$ cat config.mk
export PLATFORM = sky130hd
export DESIGN_NAME = psr_regs
export DESIGN_NICKNAME = d
export VERILOG_FILES = /design/src/psr_pkg.sv /design/src/psr_regs.sv
export SDC_FILE = /design/constraint.sdc
export NUM_CORES = 1
export LEC_CHECK = 0
export BUFFER_PORTS_ARGS = -buffer_cell sky130_fd_sc_hd__buf_2
export CAP_MARGIN = 20
export CORE_ASPECT_RATIO = 0.8
export CORE_UTILIZATION = 30
export CTS_BUF_LIST = sky130_fd_sc_hd__clkbuf_8
export CTS_CLUSTER_SIZE = 24
export DETAILED_ROUTE_END_ITERATION = 8
export SLEW_MARGIN = 25
export SYNTH_ARGS = -nofsm -noshare
export SYNTH_HDL_FRONTEND = slang
export SYNTH_SLANG_ARGS = --single-unit
export TNS_END_PERCENT = 10
$ cat constraint.sdc
create_clock -name clk_i -period 1.3 [get_ports clk_i]
set_input_delay 0.065 -clock clk_i [delete_from_list [all_inputs] [get_ports clk_i]]
set_output_delay 0.065 -clock clk_i [all_outputs]
set_load 0.005 [all_outputs]
$ cat src/psr_pkg.sv
/*
  Package for the link state report and event interrupt enable registers.
  Assumes a 16-bit management register port with one-cycle strobes and a
  read answer one cycle later; register addresses are management indices.
*/
// Summary of operation
// Speed field bits 15:14, encoded 10/100/1000
// Bit 13 reports full or half duplex
// Bit 12 page received, latched, read clears
// Bit 11 negotiation complete or disabled
// Bit 10 shows present link state
// Bit 1 polarity, bit 6 crossover
// Bit 5 wirespeed downgrade indication
// Bit 0 jabber condition present
// Bit 3 transmit pause, valid when resolved
// Bit 2 receive pause, valid when resolved
// Forced mode returns zero pause bits
// Negotiation error enable, bit 15, reset zero
// Enable bit 14 gates speed change
// Enable bit 13 gates duplex change
// Enable bit 12 gates page received
// Enable bit 11 gates link failure
// Enable bit 10 gates link established
// Enable bit 6 gates wake packet
// Enable bit 5 gates wirespeed downgrade
// Enable bit 1 gates polarity change
// Enable bit 0 gates jabber
// Events latch in flags, read clears
// Reserved bits zero, status writes ignored
// Request only when flag and enable set
package psr_pkg;

  // ==========================================================================
  // Register map
  localparam logic [4:0]  ADDR_LINK_STATE_REPORT = 5'h11;
  localparam logic [4:0]  ADDR_EVENT_IRQ_ENABLES = 5'h12;
  localparam logic [4:0]  ADDR_EVENT_IRQ_FLAGS   = 5'h13;

  localparam logic [15:0] RST_EVENT_IRQ_ENABLES  = 16'h0000;
  localparam logic [15:0] RST_EVENT_IRQ_FLAGS    = 16'h0000;
  // Bits 9:7 and 4:2 hold no event; they store nothing and read zero
  localparam logic [15:0] IRQ_IMPL_MASK          = 16'hFC63;

  // ==========================================================================
  // Status field positions
  localparam int POS_SPEED_LO  = 14;
  localparam int POS_DUPLEX    = 13;
  localparam int POS_PAGE_RX   = 12;
  localparam int POS_RESOLVED  = 11;
  localparam int POS_LINK      = 10;
  localparam int POS_CROSSOVER = 6;
  localparam int POS_DOWNSHIFT = 5;
  localparam int POS_TX_PAUSE  = 3;
  localparam int POS_RX_PAUSE  = 2;
  localparam int POS_POLARITY  = 1;
  localparam int POS_JABBER    = 0;

  // Speed encodings
  localparam logic [1:0] SPEED_10   = 2'h0;
  localparam logic [1:0] SPEED_100  = 2'h1;
  localparam logic [1:0] SPEED_1000 = 2'h2;

  // ==========================================================================
  // Carriers
  typedef struct packed {
    logic [1:0] speed;
    logic       full_duplex;
    logic       an_enabled;
    logic       an_complete;
    logic       link_up;
    logic       crossover;
    logic       downshift;
    logic       tx_pause;
    logic       rx_pause;
    logic       polarity_rev;
    logic       jabber;
  } psr_line_s;

  typedef struct packed {
    logic [4:0]  addr;
    logic [15:0] wdata;
    logic        wr;
    logic        rd;
  } psr_bus_s;

endpackage : psr_pkg

$ cat src/psr_regs.sv
/*
  Link state report, event interrupt enables and event interrupt flags.
  Assumes line and event inputs come from logic on clk_i (no synchronisers)
  and that the register master obeys one-cycle strobes.
*/
// Decided for this implementation: the plain strobed port.
module psr_regs (
  input  wire logic             clk_i,       // 20 MHz clock
  input  wire logic             rst_n_i,     // async reset, active low
  input  wire logic             ce_i,        // clock enable, freezes state
  input  wire psr_pkg::psr_bus_s bus_i,      // register request
  output logic [15:0]           rdata_o,     // read data, cycle after rd
  input  wire psr_pkg::psr_line_s line_i,    // resolved line state
  input  wire logic             page_rx_i,   // page received pulse
  input  wire logic [15:0]      event_i,     // event pulses, enable layout
  output logic                  irq_o        // flagged and enabled event
);

  // ==========================================================================
  // Decode
  wire rd_status = bus_i.rd && bus_i.addr == psr_pkg::ADDR_LINK_STATE_REPORT;
  wire wr_enab   = bus_i.wr && bus_i.addr == psr_pkg::ADDR_EVENT_IRQ_ENABLES;
  wire rd_enab   = bus_i.rd && bus_i.addr == psr_pkg::ADDR_EVENT_IRQ_ENABLES;
  wire rd_flags  = bus_i.rd && bus_i.addr == psr_pkg::ADDR_EVENT_IRQ_FLAGS;

  // ==========================================================================
  // State
  logic        page_q, page_d;
  logic [15:0] enab_q, enab_d;
  logic [15:0] flag_q, flag_d;
  logic [15:0] rdata_q, rdata_d;

  // Page event raised in the read cycle survives the clear
  assign page_d = page_rx_i | (page_q & ~rd_status);
  assign enab_d = wr_enab ? (bus_i.wdata & psr_pkg::IRQ_IMPL_MASK) : enab_q;
  assign flag_d = (event_i & psr_pkg::IRQ_IMPL_MASK) |
                  (flag_q & ~(rd_flags ? 16'hFFFF : 16'h0000));

  // ==========================================================================
  // Status word
  wire pause_ok = line_i.an_enabled;
  wire resolved = ~line_i.an_enabled | line_i.an_complete;
  logic [15:0] status;
  always_comb begin
    status = 16'h0000;
    status[psr_pkg::POS_SPEED_LO +: 2] = line_i.speed;
    status[psr_pkg::POS_DUPLEX]    = line_i.full_duplex;
    status[psr_pkg::POS_PAGE_RX]   = page_q;
    status[psr_pkg::POS_RESOLVED]  = resolved;
    status[psr_pkg::POS_LINK]      = line_i.link_up;
    status[psr_pkg::POS_CROSSOVER] = line_i.crossover;
    status[psr_pkg::POS_POLARITY]  = line_i.polarity_rev;
    status[psr_pkg::POS_DOWNSHIFT] = line_i.downshift;
    status[psr_pkg::POS_JABBER]    = line_i.jabber;
    status[psr_pkg::POS_TX_PAUSE]  = pause_ok & line_i.tx_pause;
    status[psr_pkg::POS_RX_PAUSE]  = pause_ok & line_i.rx_pause;
  end

  // Writes to the status index and unmapped reads fall through to zero
  assign rdata_d = rd_status ? status :
                   rd_enab   ? enab_q :
                   rd_flags  ? flag_q : 16'h0000;

  always_ff @(posedge clk_i or negedge rst_n_i) begin
    if (!rst_n_i) begin
      page_q  <= 1'b0;
      enab_q  <= psr_pkg::RST_EVENT_IRQ_ENABLES;
      flag_q  <= psr_pkg::RST_EVENT_IRQ_FLAGS;
      rdata_q <= 16'h0000;
    end else if (ce_i) begin
      page_q  <= page_d;
      enab_q  <= enab_d;
      flag_q  <= flag_d;
      rdata_q <= rdata_d;
    end
  end

  assign rdata_o = rdata_q;
  // Enables gate only the request, so a disabled flag stays recorded
  assign irq_o = |(flag_q & enab_q);
endmodule // psr_regs

# --- After elaboration in Yosys (flattened, before gate mapping) ---
# Index checks and enable logic that the tools add are counted.
word_totals:
  word_cells: 28
  output_inout_bits: 17
  inputBits: 55
  register_bits: 43
classes:
  muxes: 4
  bitwise: 11
  n_eq_ne: 3
  reduce_logical: 6
ops:
  columns: ["op", "count"]
  rows:
  - ["16-bit two-way mux", 4]
  - ["16-bit AND", 2]
  - ["16-bit NOT", 1]
  - ["16-bit bitwise OR", 1]
  - ["16-bit OR reduction", 1]
  - ["5-bit == test, second input constant", 3]
  - ["1-bit logical AND", 4]
  - ["1-bit AND", 3]
  - ["1-bit NOT", 2]
  - ["1-bit bitwise OR", 2]
  - ["2-bit AND reduction", 1]

# --- Depth between registers and ports, before layout ---
# Gate-level depths: netlist (run 1).
depth:
  depth_word: 6
  ltp_mapped: 5
  ltp_nobuf: 3

# --- Worst setup path before layout (run 1) ---
# No wires, ideal clock.
synth_path:
  path_kind: "input to register"
  start: "input port bus_i[21] (netlist name)"
  end: "register flag_q[10]"
  path_slack_ns: 0.204
  required_time_ns: 1.179
  arrival_ns: 0.975
  n_path_buf: 2
  stages: 5
  setup_ns: 0.121
  cell_sequence: "nor4bb_1 buf_2 nand3_2 buf_2 a22o_1"
synth_between:
  elab_chain_len: 6
synth_rtl:
  columns: ["element", "line_no", "rtl"]
  rows:
  - ["start: declaration", "psr_regs.sv:11", "input wire psr_pkg::psr_bus_s bus_i,"]
  - ["5-bit == test", "psr_regs.sv:24", "wire rd_flags = bus_i.rd && bus_i.addr == psr_pkg::ADDR_EVENT_IRQ_FLAGS;"]
  - ["1-bit logical AND", "psr_regs.sv:24", null]
  - ["16-bit two-way mux", "psr_regs.sv:37", "(flag_q & ~(rd_flags ? 16'hFFFF : 16'h0000));"]
  - ["16-bit NOT", "psr_regs.sv:37", null]
  - ["16-bit AND", "psr_regs.sv:37", null]
  - ["16-bit bitwise OR", "psr_regs.sv:36", "assign flag_d = (event_i & psr_pkg::IRQ_IMPL_MASK) |"]
  - ["end signal: assignment", "psr_regs.sv:68", "flag_q <= psr_pkg::RST_EVENT_IRQ_FLAGS;"]
  - ["end signal: assignment", "psr_regs.sv:73", "flag_q <= flag_d;"]
  - ["end: declaration", "psr_regs.sv:30", "logic [15:0] flag_q, flag_d;"]
# No other way between the ends.
# A chain may end at the register's enable or synchronous reset.

# --- Worst setup path in the final report (run 1) ---
layout_path:
  start: "register enab_q[14]"
  end: "output port irq_o"
layout_between:
  elab_chain_len: 2
layout_rtl:
  columns: ["element", "line_no", "rtl"]
  rows:
  - ["start: declaration", "psr_regs.sv:29", "logic [15:0] enab_q, enab_d;"]
  - ["start signal: assignment", "psr_regs.sv:67", "enab_q <= psr_pkg::RST_EVENT_IRQ_ENABLES;"]
  - ["start signal: assignment", "psr_regs.sv:72", "enab_q <= enab_d;"]
  - ["16-bit AND", "psr_regs.sv:80", "assign irq_o = |(flag_q & enab_q);"]
  - ["16-bit OR reduction", "psr_regs.sv:80", null]
  - ["end: declaration", "psr_regs.sv:16", "output logic irq_o"]
# No other way between the ends.

==> impl_results.md, run 1 <==
- Failing checks: negative setup slack
- Ant. Diodes: 0
- DIE AREA: 6818 um^2
- Drt total wl: 4897 um
- Avg WL per Cell: 14.93 um
- DR pass1 iterations: 4
- Share of layout cells above drive strength 1: 0.4049
- CP max stage delay: 0.38 ns
- Critical path arrival: 1.42 ns
- Worst Max-Slew Pin Slew: 0.2676 ns
- Yosys warns: 0
- Met2 wire length: 2129 um
- CP top delay family: compound AO/OA/AOI/OAI gates
- Relative slew slack: 0.8191
- WL met1: 2481 um
- Worst Setup Start Kind: flop
- Fin. Hold Viols: 0
- CP max stage cell: dfrtp_1
- Port bufs: 59
- Worst Path Required: 1.24 ns
- Row cnt: 25
- GP Congestion: 0.7134
- CTS Buf Count: 5
- Unique masters post-synth: 31
- Core area: 6068 um^2
- Total power: 2.689 mW
- Worst Skew: 0.005566 ns
- Share of the core filled with cells: 0.4456
- Met3 WL post-DR: 244 um
- Hpwl dp: 3499 um
- Placed cell area: 2464 um^2
- Crit-path cells: a22o_1, a221oi_2, nand4_1, buf_2
- Initial antenna violation count: 0
- Fin crit share: 1.144
- Setup violators final: 1
- Starting Density: 0.3208
- Reg2Reg Setup Slack: 0.03 ns
- Crit path buf inv count: 1
- I/O pins: 72
- Die Y: 74.06 um
- Final hold slack: 0.004759 ns
- Vias in the first global route: 1540
- CTS sink cnt: 43
- Unrepaired setup endpoints after global routing: yes
- GRT Util Overall: 0.1538
- Clk Tree Root Cell: clkbuf_8
- Area contributors post-synth: dfrtp_1 55%, mux2_2 5.8%, a22o_1 5.4%, a311o_1 4.6%, mux2i_1 4.6%
- Clock Latency Late Sink: 0.29 ns
- Yosys top cell area share: 0.5527
- Critical Path End Type: output pin
- Fmax: 0.6724 GHz
- Layout Cells excl Fill: 328
- Post-Syn Instances: 159
- Placed cells: 304
- Max layer used: met4
- Clock Tree Buf Depth: 2
- Die X: 92.07 um
- Initial DRC Count: 82
- Pin count of the biggest net entering global routing: 44
- H-tree depth: 2
- Status: complete, but fails checks
- Total of max-cap violations: 0
- Post-Syn Nets: 214
- Register area share after synthesis: 0.5527
- Area leader, netlist: dfrtp_1
- Design Area, Final: 2704 um^2
- CTS tree: done
- Hold WC Path Type: input port to flop
- Via count: 1611
- Leakage: 1.340 nW
- Final net count: 301
- Via-to-Cell Ratio: 4.912
- Minimum clock period: 1.487 ns
- Area grow syn2layout: 38.88%
- Post-route ant nets: 0
- Final slew viol count: 0
- Pwr dens: 994.6 nW/um^2
- Clock-pin slew on the worst setup and hold paths: 0.08 ns
- Mapped cell area: 1947 um^2
- Total grt overflow: 0
- Mean Syn Cell Area: 12.24 um^2
- Global-route wire length before repair: 7907 um
- Maximum VDD drop: 0.5151 mV
- DRC viols: 0
- Synthesized flop and latch total: 43
- CP Max Fanout: 2
- Final worst setup slack: -0.1872 ns
- Crit Path Class: flop to output pin
## cell type report
type | instances | area (um^2)
sequential | 43 | 1076
tap | 81 | 101.3
timing repair buffer | 91 | 618.1
clock inverter | 3 | 12.51
multi-input combinational | 94 | 785.8
inverter | 11 | 41.29
fill | 602 | 3364
clock buffer | 5 | 68.82
## layer usage
layer,global-route usage,vias to the layer above
li1,-,778
met1,0.2276,783
met2,0.2255,46
met3,0.03374,4
met4,0.04688,0
met5,0,-
## state kept, by name, indices dropped and copies added (netlist names)
signal / flops
rdata_o: 16
flag_q: 16
page_q: 1
enab_q: 10
## synth_stat cells
library cell,count
nor4b_1,1
buf_2,7
nor3_1,9
inv_1,11
nor3b_1,1
nand4_1,1
a21o_2,1
nor4bb_1,1
and2_2,1
nand2b_1,1
nor2b_1,9
a311o_1,9
o2111ai_1,1
nand2_1,4
nand4bb_1,1
nor4_4,1
clkbuf_1,4
a41o_1,2
a22oi_1,3
dfrtp_1,43
a221oi_1,1
o32ai_1,2
nand3_2,1
a31oi_1,4
a22o_1,12
o22ai_1,5
nand4b_1,1
mux2_2,10
mux2i_1,9
nand4_2,1
and2_1,2
## placed cells by master (no fill, tap or decap), types with 2 or more instances in the layout
| cell | instances |
|---|---|
| nor3_1 | 9 |
| nor2b_1 | 9 |
| dfrtp_1 | 43 |
| a31oi_1 | 4 |
| buf_12 | 4 |
| and2_1 | 2 |
| dlygate4sd3_1 | 13 |
| a311o_1 | 9 |
| nand2_1 | 4 |
| o32ai_1 | 2 |
| a41o_1 | 2 |
| inv_1 | 13 |
| o22ai_1 | 5 |
| mux2_2 | 10 |
| a22o_1 | 12 |
| clkbuf_8 | 5 |
| a22oi_1 | 3 |
| buf_2 | 59 |
| mux2i_1 | 9 |
| buf_4 | 15 |
## power breakdown
part	internal, mW	switching [mW]
registers	1.42	0.0521
logic	0.238	0.196
clock network	0.361	0.425
total	2.02	0.673
## timing repair
item | 4_1_cts | 5_1_grt
endpoints found under the hold margin | 54 | 1
endpoints found under the setup margin | 1 | 1
pin swaps | 1 | 0
setup buffers | 2 | 1
gates resized for setup | 1 | 0
hold buffers | 12 | 1
## per-stage QoR
step	setup slack, ns	TNS (ns)
3_5_place_dp	-0.009555	-0.02328
2_1_floorplan	0.2041	0
6_report	-0.1872	-0.1872
4_1_cts	-0.1542	-0.1542
5_1_grt	-0.2236	-0.2750
3_3_place_gp	0.04305	0
## path summary, 6_finish.rpt
path | from | end | cells past startpoint
setup / recovery | enab_q[14]$_DFFE_PN0P_ | irq_o | 4
hold / removal | event_i[12] | flag_q[12]$_DFFE_PN0P_ | 2
setup reg to reg | enab_q[14]$_DFFE_PN0P_ | rdata_o[14]$_DFFE_PN0P_ | 5
hold reg to reg | flag_q[2]$_DFFE_PN0P_ | flag_q[2]$_DFFE_PN0P_ | 1
max in group asynchronous | rst_n_i | rdata_o[14]$_DFFE_PN0P_ | 3
min in group asynchronous | rst_n_i | rdata_o[9]$_DFFE_PN0P_ | 3
## worst register-to-register path, delay by kind of cell (launching register included)
kind | cells | cell delay (ns)
DFF | 1 | 0.38
muxes | 1 | 0.14
and+or+nand+nor | 1 | 0.07
AOI/OAI and AO/OA | 1 | 0.31
buffers and inverters | 2 | 0.25
## cell families after synthesis
logic type / count (synthesis) / synth area share
DFF: 43 / 0.5527
AOI/OAI and AO/OA: 40 / 0.1735
and+or+nand+nor: 35 / 0.1228
buffers and inverters: 22 / 0.04691
muxes: 19 / 0.1041
Power figures use the tool's default switching activity.
==> run 2: changes to the inputs <==
PLACE_DENSITY = 0.59   (was not set)
==> run 2 against run 1 <==
  * The flow still finishes with violations (negative setup slack)
  * Sequential power barely moved
  * Routed wire length fell by 2.5%
  * Die area did not move
  * Clock-buffer cell count did not move
  * Total power rose by 15%
  * Final area rose by 0.79%
  * Sequential share of layout area fell by 0.31 points
  * Hold slack improved by 0.0018 ns
  * Clock power rose by 53%
  * Non-clock buffer count fell by 2
  * Largest power group unchanged
==> impl_results.md, run 2 (same netlist as run 1, synthesis figures left out) <==
- Hold path depth: 2
- Area grow syn2layout: 39.97%
- Setup violators final: 1
- Maximum VDD drop: 0.6700 mV
- Share of the core filled with cells: 0.4491
- Clock-pin slew on the worst setup and hold paths: 0.08 ns
- CTS sink cnt: 43
- Minimum clock period: 1.474 ns
- Final net count: 299
- Critical Path End Type: output pin
- Relative slew slack: 0.8074
- Leakage: 1.343 nW
- Worst Path Required: 1.24 ns
- Worst Skew: 0.004824 ns
- Port bufs: 59
- Critical R2R Launch: enab_q[14]$_DFFE_PN0P_
- Hold WC Path Type: input port to flop
- CP Max Fanout: 3
- Final slew viol count: 0
- Commonest non-fill, non-tap cells in the layout: 59 x buf_2, 43 x dfrtp_1, 15 x buf_4
- Vias in the first global route: 1515
- Status: complete, but fails checks
- Worst r2r dst: rdata_o[14]$_DFFE_PN0P_
- Final worst setup slack: -0.1739 ns
- H-tree depth: 2
- Die Y: 74.06 um
- GP Congestion: 0.7116
- Pwr dens: 1135 nW/um^2
- Fin crit share: 1.134
- GRT Util Overall: 0.1448
- Fmax: 0.6785 GHz
- Starting Density: 0.3208
- Total grt overflow: 0
- Critical path arrival: 1.41 ns
- Post-route ant nets: 0
- Commonest non-fill, non-tap cell in the layout: buf_2
- R2r worst-path depth: 5
- Worst Max-Slew Pin Slew: 0.2851 ns
- Placed cell area: 2459 um^2
- Row cnt: 25
- Reg2Reg Setup Slack: 0.01 ns
- Core area: 6068 um^2
- Total of max-cap violations: 0
- Clk Tree Root Cell: clkbuf_8
- Max layer used: met4
- Worst Setup Start Kind: flop
- Via-to-Cell Ratio: 4.834
- I/O pins: 72
- Multi-input combinational cell area: 785.8 um^2
- Failing checks: negative setup slack
- Design Area, Final: 2725 um^2
- CTS Buf Count: 5
- Ant. Diodes: 0
- DRC viols: 0
- Crit Path Class: flop to output pin
- Unrepaired setup endpoints after global routing: yes
- Clock Tree Buf Depth: 2
- Met3 WL post-DR: 244 um
- Register area: 1076 um^2
- Hpwl dp: 3463 um
- CTS tree: done
- Initial DRC Count: 30
- FILL cells: 611
- Hold Startpoint: event_i[6]
- Avg WL per Cell: 14.64 um
- WL met1: 2441 um
- Fin. Hold Viols: 0
- Drt total wl: 4773 um
- Pin count of the biggest net entering global routing: 44
- Hold endpoint: flag_q[6]$_DFFE_PN0P_
- Global-route wire length before repair: 7603 um
- Clock Latency Late Sink: 0.29 ns
- Setup crit start: flag_q[14]$_DFFE_PN0P_
- Initial antenna violation count: 0
- DIE AREA: 6818 um^2
- Share of layout cells above drive strength 1: 0.4082
- Via count: 1576
- Met2 wire length: 2046 um
- DR pass1 iterations: 4
- Die X: 92.07 um
-- run 2: cell types whose count changed in the layout (fill, tap and decap cells not counted), sizes merged --
cell,delta
dlygate4sd3,-1
buf,-1
inv,-1
bufinv,+2
clkinv,-1
-- run 2: layout make-up --
| cell class | count | area share |
|---|---|---|
| multi-input cells | 94 | 0.2883 |
| inverters | 11 | 0.01515 |
| flip-flops and latches | 43 | 0.3949 |
| clock inverters | 3 | 0.02342 |
| clock buffers | 5 | 0.02525 |
| well taps | 81 | 0.03719 |
| repair buffers | 89 | 0.2158 |
-- run 2: worst max-delay path, stage by stage (launching register included) --
cell and delay, ns:
dfrtp_1 0.41, a22o_1 0.23, a221oi_2 0.18, nand4_1 0.14, buf_2 0.16
-- run 2: stage by stage --
step,hold slack (ns),setup TNS [ns],power (mW),instances,setup WS (ns)
floorplan,-0.2306,0,1.671,159,0.2041
global placement,0.05745,-0.1460,1.870,305,-0.01895
detailed placement,0.05795,0,1.875,305,0.01650
CTS,0.001430,-0.1736,3.116,325,-0.1736
global route,0.01515,-0.2739,3.217,326,-0.2462
finish,0.006606,-0.1739,3.094,326,-0.1739
-- run 2: timing repair --
| item | 4_1_cts | 5_1_grt |
|---|---|---|
| hold endpoints to repair | 54 | 0 |
| endpoints found under the setup margin | 1 | 1 |
| pin swaps | 1 | 0 |
| buffers inserted | 0 | 1 |
| resized for setup | 1 | 0 |
| hold buffers | 12 | 0 |
-- run 2: power by group --
part	total, mW	leakage [nW]	internal (mW)	switching (mW)
logic	0.420	0.749	0.229	0.191
registers	1.47	0.524	1.42	0.0513
clock network	1.20	0.0695	0.760	0.445
-- run 2: routing by layer --
metal  up-vias  track usage
met1       749       0.2114
met4         0      0.03646
met5         -            0
li1        773            -
met3         7      0.03476
met2        47       0.2172
-- run 2: worst max path at each step --
stage,end,slack [ns],depth (start not counted)
after floorplan,flag_q[10]$_DFFE_PN0P_,0.20,5
after CTS,irq_o,-0.17,4
after global placement,flag_q[15]$_DFFE_PN0P_,-0.02,6
after global routing,irq_o,-0.25,4
after detailed placement,flag_q[15]$_DFFE_PN0P_,0.02,6
final,irq_o,-0.17,4
==> run 3: changes to the inputs <==
ABC_AREA = 1   (was not set)
CORE_UTILIZATION = 45   (was 30)
PLACE_DENSITY = 0.79   (was 0.59)
==> run 3 against run 2 <==
  * The run still ends with negative setup slack left
  * Combinational power decreased by 1%
  * Sequential cell count unchanged
  * Maximum frequency increased by 9.5%
  * Hold slack improved by 0.0034 ns
==> impl_results.md, run 3 <==
- Flop pwr share: 0.539
- CTS tree: done
- EDFF count, synth: 0
- CP max stage cell: dfrtp_1
- Placed cell area: 2455 um^2
- Pwr dens: 1017 nW/um^2
- Maximum VDD drop: 0.5454 mV
- Clock-pin slew on the worst setup and hold paths: 0.09 ns
- Final worst setup slack: -0.04646 ns
- Status: complete, but fails checks
- Core area: 4257 um^2
- Leakage: 1.541 nW
- Final net count: 397
- Commonest non-fill, non-tap cell in the layout: nand2_1
- Avg WL per Cell: 12.36 um
- Commonest non-fill, non-tap cells in the layout: 89 x nand2_1, 59 x buf_2, 43 x dfrtp_1
- Ys flop type: dfrtp_1
- Initial DRC Count: 121
- Crit Path Class: flop to output pin
- Via-to-Cell Ratio: 5.025
- Die Y: 62.16 um
- Unrepaired setup endpoints after global routing: yes
- Final slew viol count: 0
- Ant. Diodes: 0
- Worst Max-Slew Pin Slew: 0.2731 ns
- Worst Skew: 0.005632 ns
- DRC viols: 0
- Hold path depth: 3
- Port bufs: 59
- Asr flop ratio synth: 1.000
- Post-route ant nets: 0
- Setup violators final: 1
- Vias in the first global route: 1822
- CTS sink cnt: 43
- Relative slew slack: 0.8168
- Most frequent cell after synthesis: nand2_1
- Area grow syn2layout: 33.44%
- Unique masters post-synth: 22
- Fin. Hold Viols: 0
- NetSw: 753.4 uW
- Total negative slack: -0.04646 ns
- Total of max-cap violations: 0
- Worst Setup Start Kind: flop
- Fmax: 0.7427 GHz
- Area leader, netlist: dfrtp_1
- Critical Path End Type: output pin
- Pin count of the biggest net entering global routing: 43
- Minimum clock period: 1.346 ns
- Yosys warns: 0
- H-tree depth: 2
- P_int: 2.009 mW
- CP top delay family: flip-flops
- Clock Latency Late Sink: 0.29 ns
- R2r worst-path depth: 5
- CTS Buf Count: 5
- Commonest cells post-synth: 89 x nand2_1, 43 x dfrtp_1, 31 x inv_1
- CP Max Fanout: 2
- Hpwl dp: 3542 um
- Critical path arrival: 1.28 ns
- Worst Path Required: 1.24 ns
- Post-Syn Nets: 314
- GP Congestion: 0.8933
- Initial antenna violation count: 0
- Power share of the combinational group: 0.150
- Yosys top cell area share: 0.5286
- Share of layout cells above drive strength 1: 0.2741
- Fin crit share: 1.036
- CP max stage delay: 0.41 ns
- DR pass1 iterations: 4
- I/O pins: 72
- DIE AREA: 4798 um^2
- Global-route wire length before repair: 8328 um
- GRT Util Overall: 0.2188
- Failing checks: negative setup slack
- Die X: 77.20 um
- Synthesized flop and latch total: 43
- Sw Ratio: 0.2727
- Row cnt: 21
- Crit-path cells: a22o_1, nor3_2, nand2_1, buf_2
- Clk network pwr share: 0.311
- Drt total wl: 4944 um
- Crit path buf inv count: 1
- Starting Density: 0.4782
- Area contributors post-synth: dfrtp_1 53%, nand2_1 16%, inv_1 5.7%, nand3_1 5.4%, nand4_1 4.3%
- Total grt overflow: 0
- Post-Syn Instances: 259
- Mean Syn Cell Area: 7.860 um^2
- Via count: 2010
- Register area share after synthesis: 0.5286
- Mapped cell area: 2036 um^2
- Clock Tree Buf Depth: 2
- Number of cells on the critical path: 4
- Clk Tree Root Cell: clkbuf_8
- Hold WC Path Type: input port to flop
- Design Area, Final: 2716 um^2
run 3: cell count changes after synthesis, moves of 8 or more:
cell	before	now
nor2_1	0	11
mux2_2	10	0
inv_1	11	31
mux2i_1	9	0
nand3_1	0	22
o21ai_0	0	15
nand2_1	4	89
a21oi_1	0	10
nand4_1	1	14
nor3_1	9	1
a311o_1	9	0
a22o_1	12	1
nor2b_1	9	0
run 3: per-stage QoR:
stage	worst slack, ns	total power [mW]	util	cells	hold slack, ns
after detailed placement	0.09356	1.871	0.5767	375	-0.1355
final	-0.04646	2.763	0.6382	400	0.01006
after floorplan	0.3014	1.690	-	259	-0.2306
after CTS	-0.03054	2.763	0.6299	396	0.01095
after global placement	0.1833	1.854	0.5767	375	-0.1359
after global routing	-0.1333	2.920	0.6382	400	0.01825
run 3: cell type report:
cell class / count / area (um^2)
clock buffer: 5 / 68.82
clock inverter: 3 / 23.77
fill: 391 / 1540
inverter: 36 / 135.1
multi-input combinational: 169 / 780.7
sequential: 43 / 1076
tap: 57 / 71.32
timing repair buffer: 87 / 560.5
run 3: kinds of logic (layout without fill, tap and decap cells):
kind of cell | count (synthesis) | in the layout | synth area share
compound gates | 28 | 28 | 0.07437
simple gates | 141 | 141 | 0.3036
buf+inv | 47 | 131 | 0.09342
flops | 43 | 43 | 0.5286
run 3: what timing repair did:
item | in CTS | in global routing
resized for setup | 1 | 1
endpoints found under the hold margin | 54 | 0
setup buffers | 1 | 4
hold buffers | 12 | 0
setup endpoints to repair | 1 | 1
pin swaps | 0 | 1
run 3: metal layers:
metal,GRT usage,routed length [um],vias to the layer above
li1,-,-,987
met1,0.3124,2263,927
met2,0.3396,2241,84
met3,0.05147,342,12
met4,0.04717,97,0
met5,0,0,-
run 3: tightest hold or removal path: stages:
cell and delay (ns):
buf_2 0.09, inv_1 0.04, o21ai_0 0.07
run 3: power groups by stage:
| stage | sequential, mW | combinational [mW] | clock [mW] |
|---|---|---|---|
| finish | 1.49 | 0.415 | 0.858 |
| global route | 1.50 | 0.477 | 0.943 |
| CTS | 1.49 | 0.398 | 0.878 |
| detailed placement | 1.51 | 0.357 | 0 |
| global placement | 1.51 | 0.344 | 0 |
| floorplan | 1.50 | 0.193 | 0 |
run 3: final timing paths:
path / from / slack (ns) / end
worst min-delay path: bus_i[13] / 0.01 / enab_q[11]$_DFFE_PN0P_
max in group asynchronous: rst_n_i / 0.81 / flag_q[6]$_DFFE_PN0P_
worst min register to register: rdata_o[1]$_DFFE_PN0P_ / 0.48 / rdata_o[1]$_DFFE_PN0P_
worst max register to register: flag_q[12]$_DFFE_PN0P_ / 0.32 / rdata_o[12]$_DFFE_PN0P_
min in group asynchronous: rst_n_i / 0.09 / rdata_o[3]$_DFFE_PN0P_
worst max-delay path: enab_q[14]$_DFFE_PN0P_ / -0.05 / irq_o
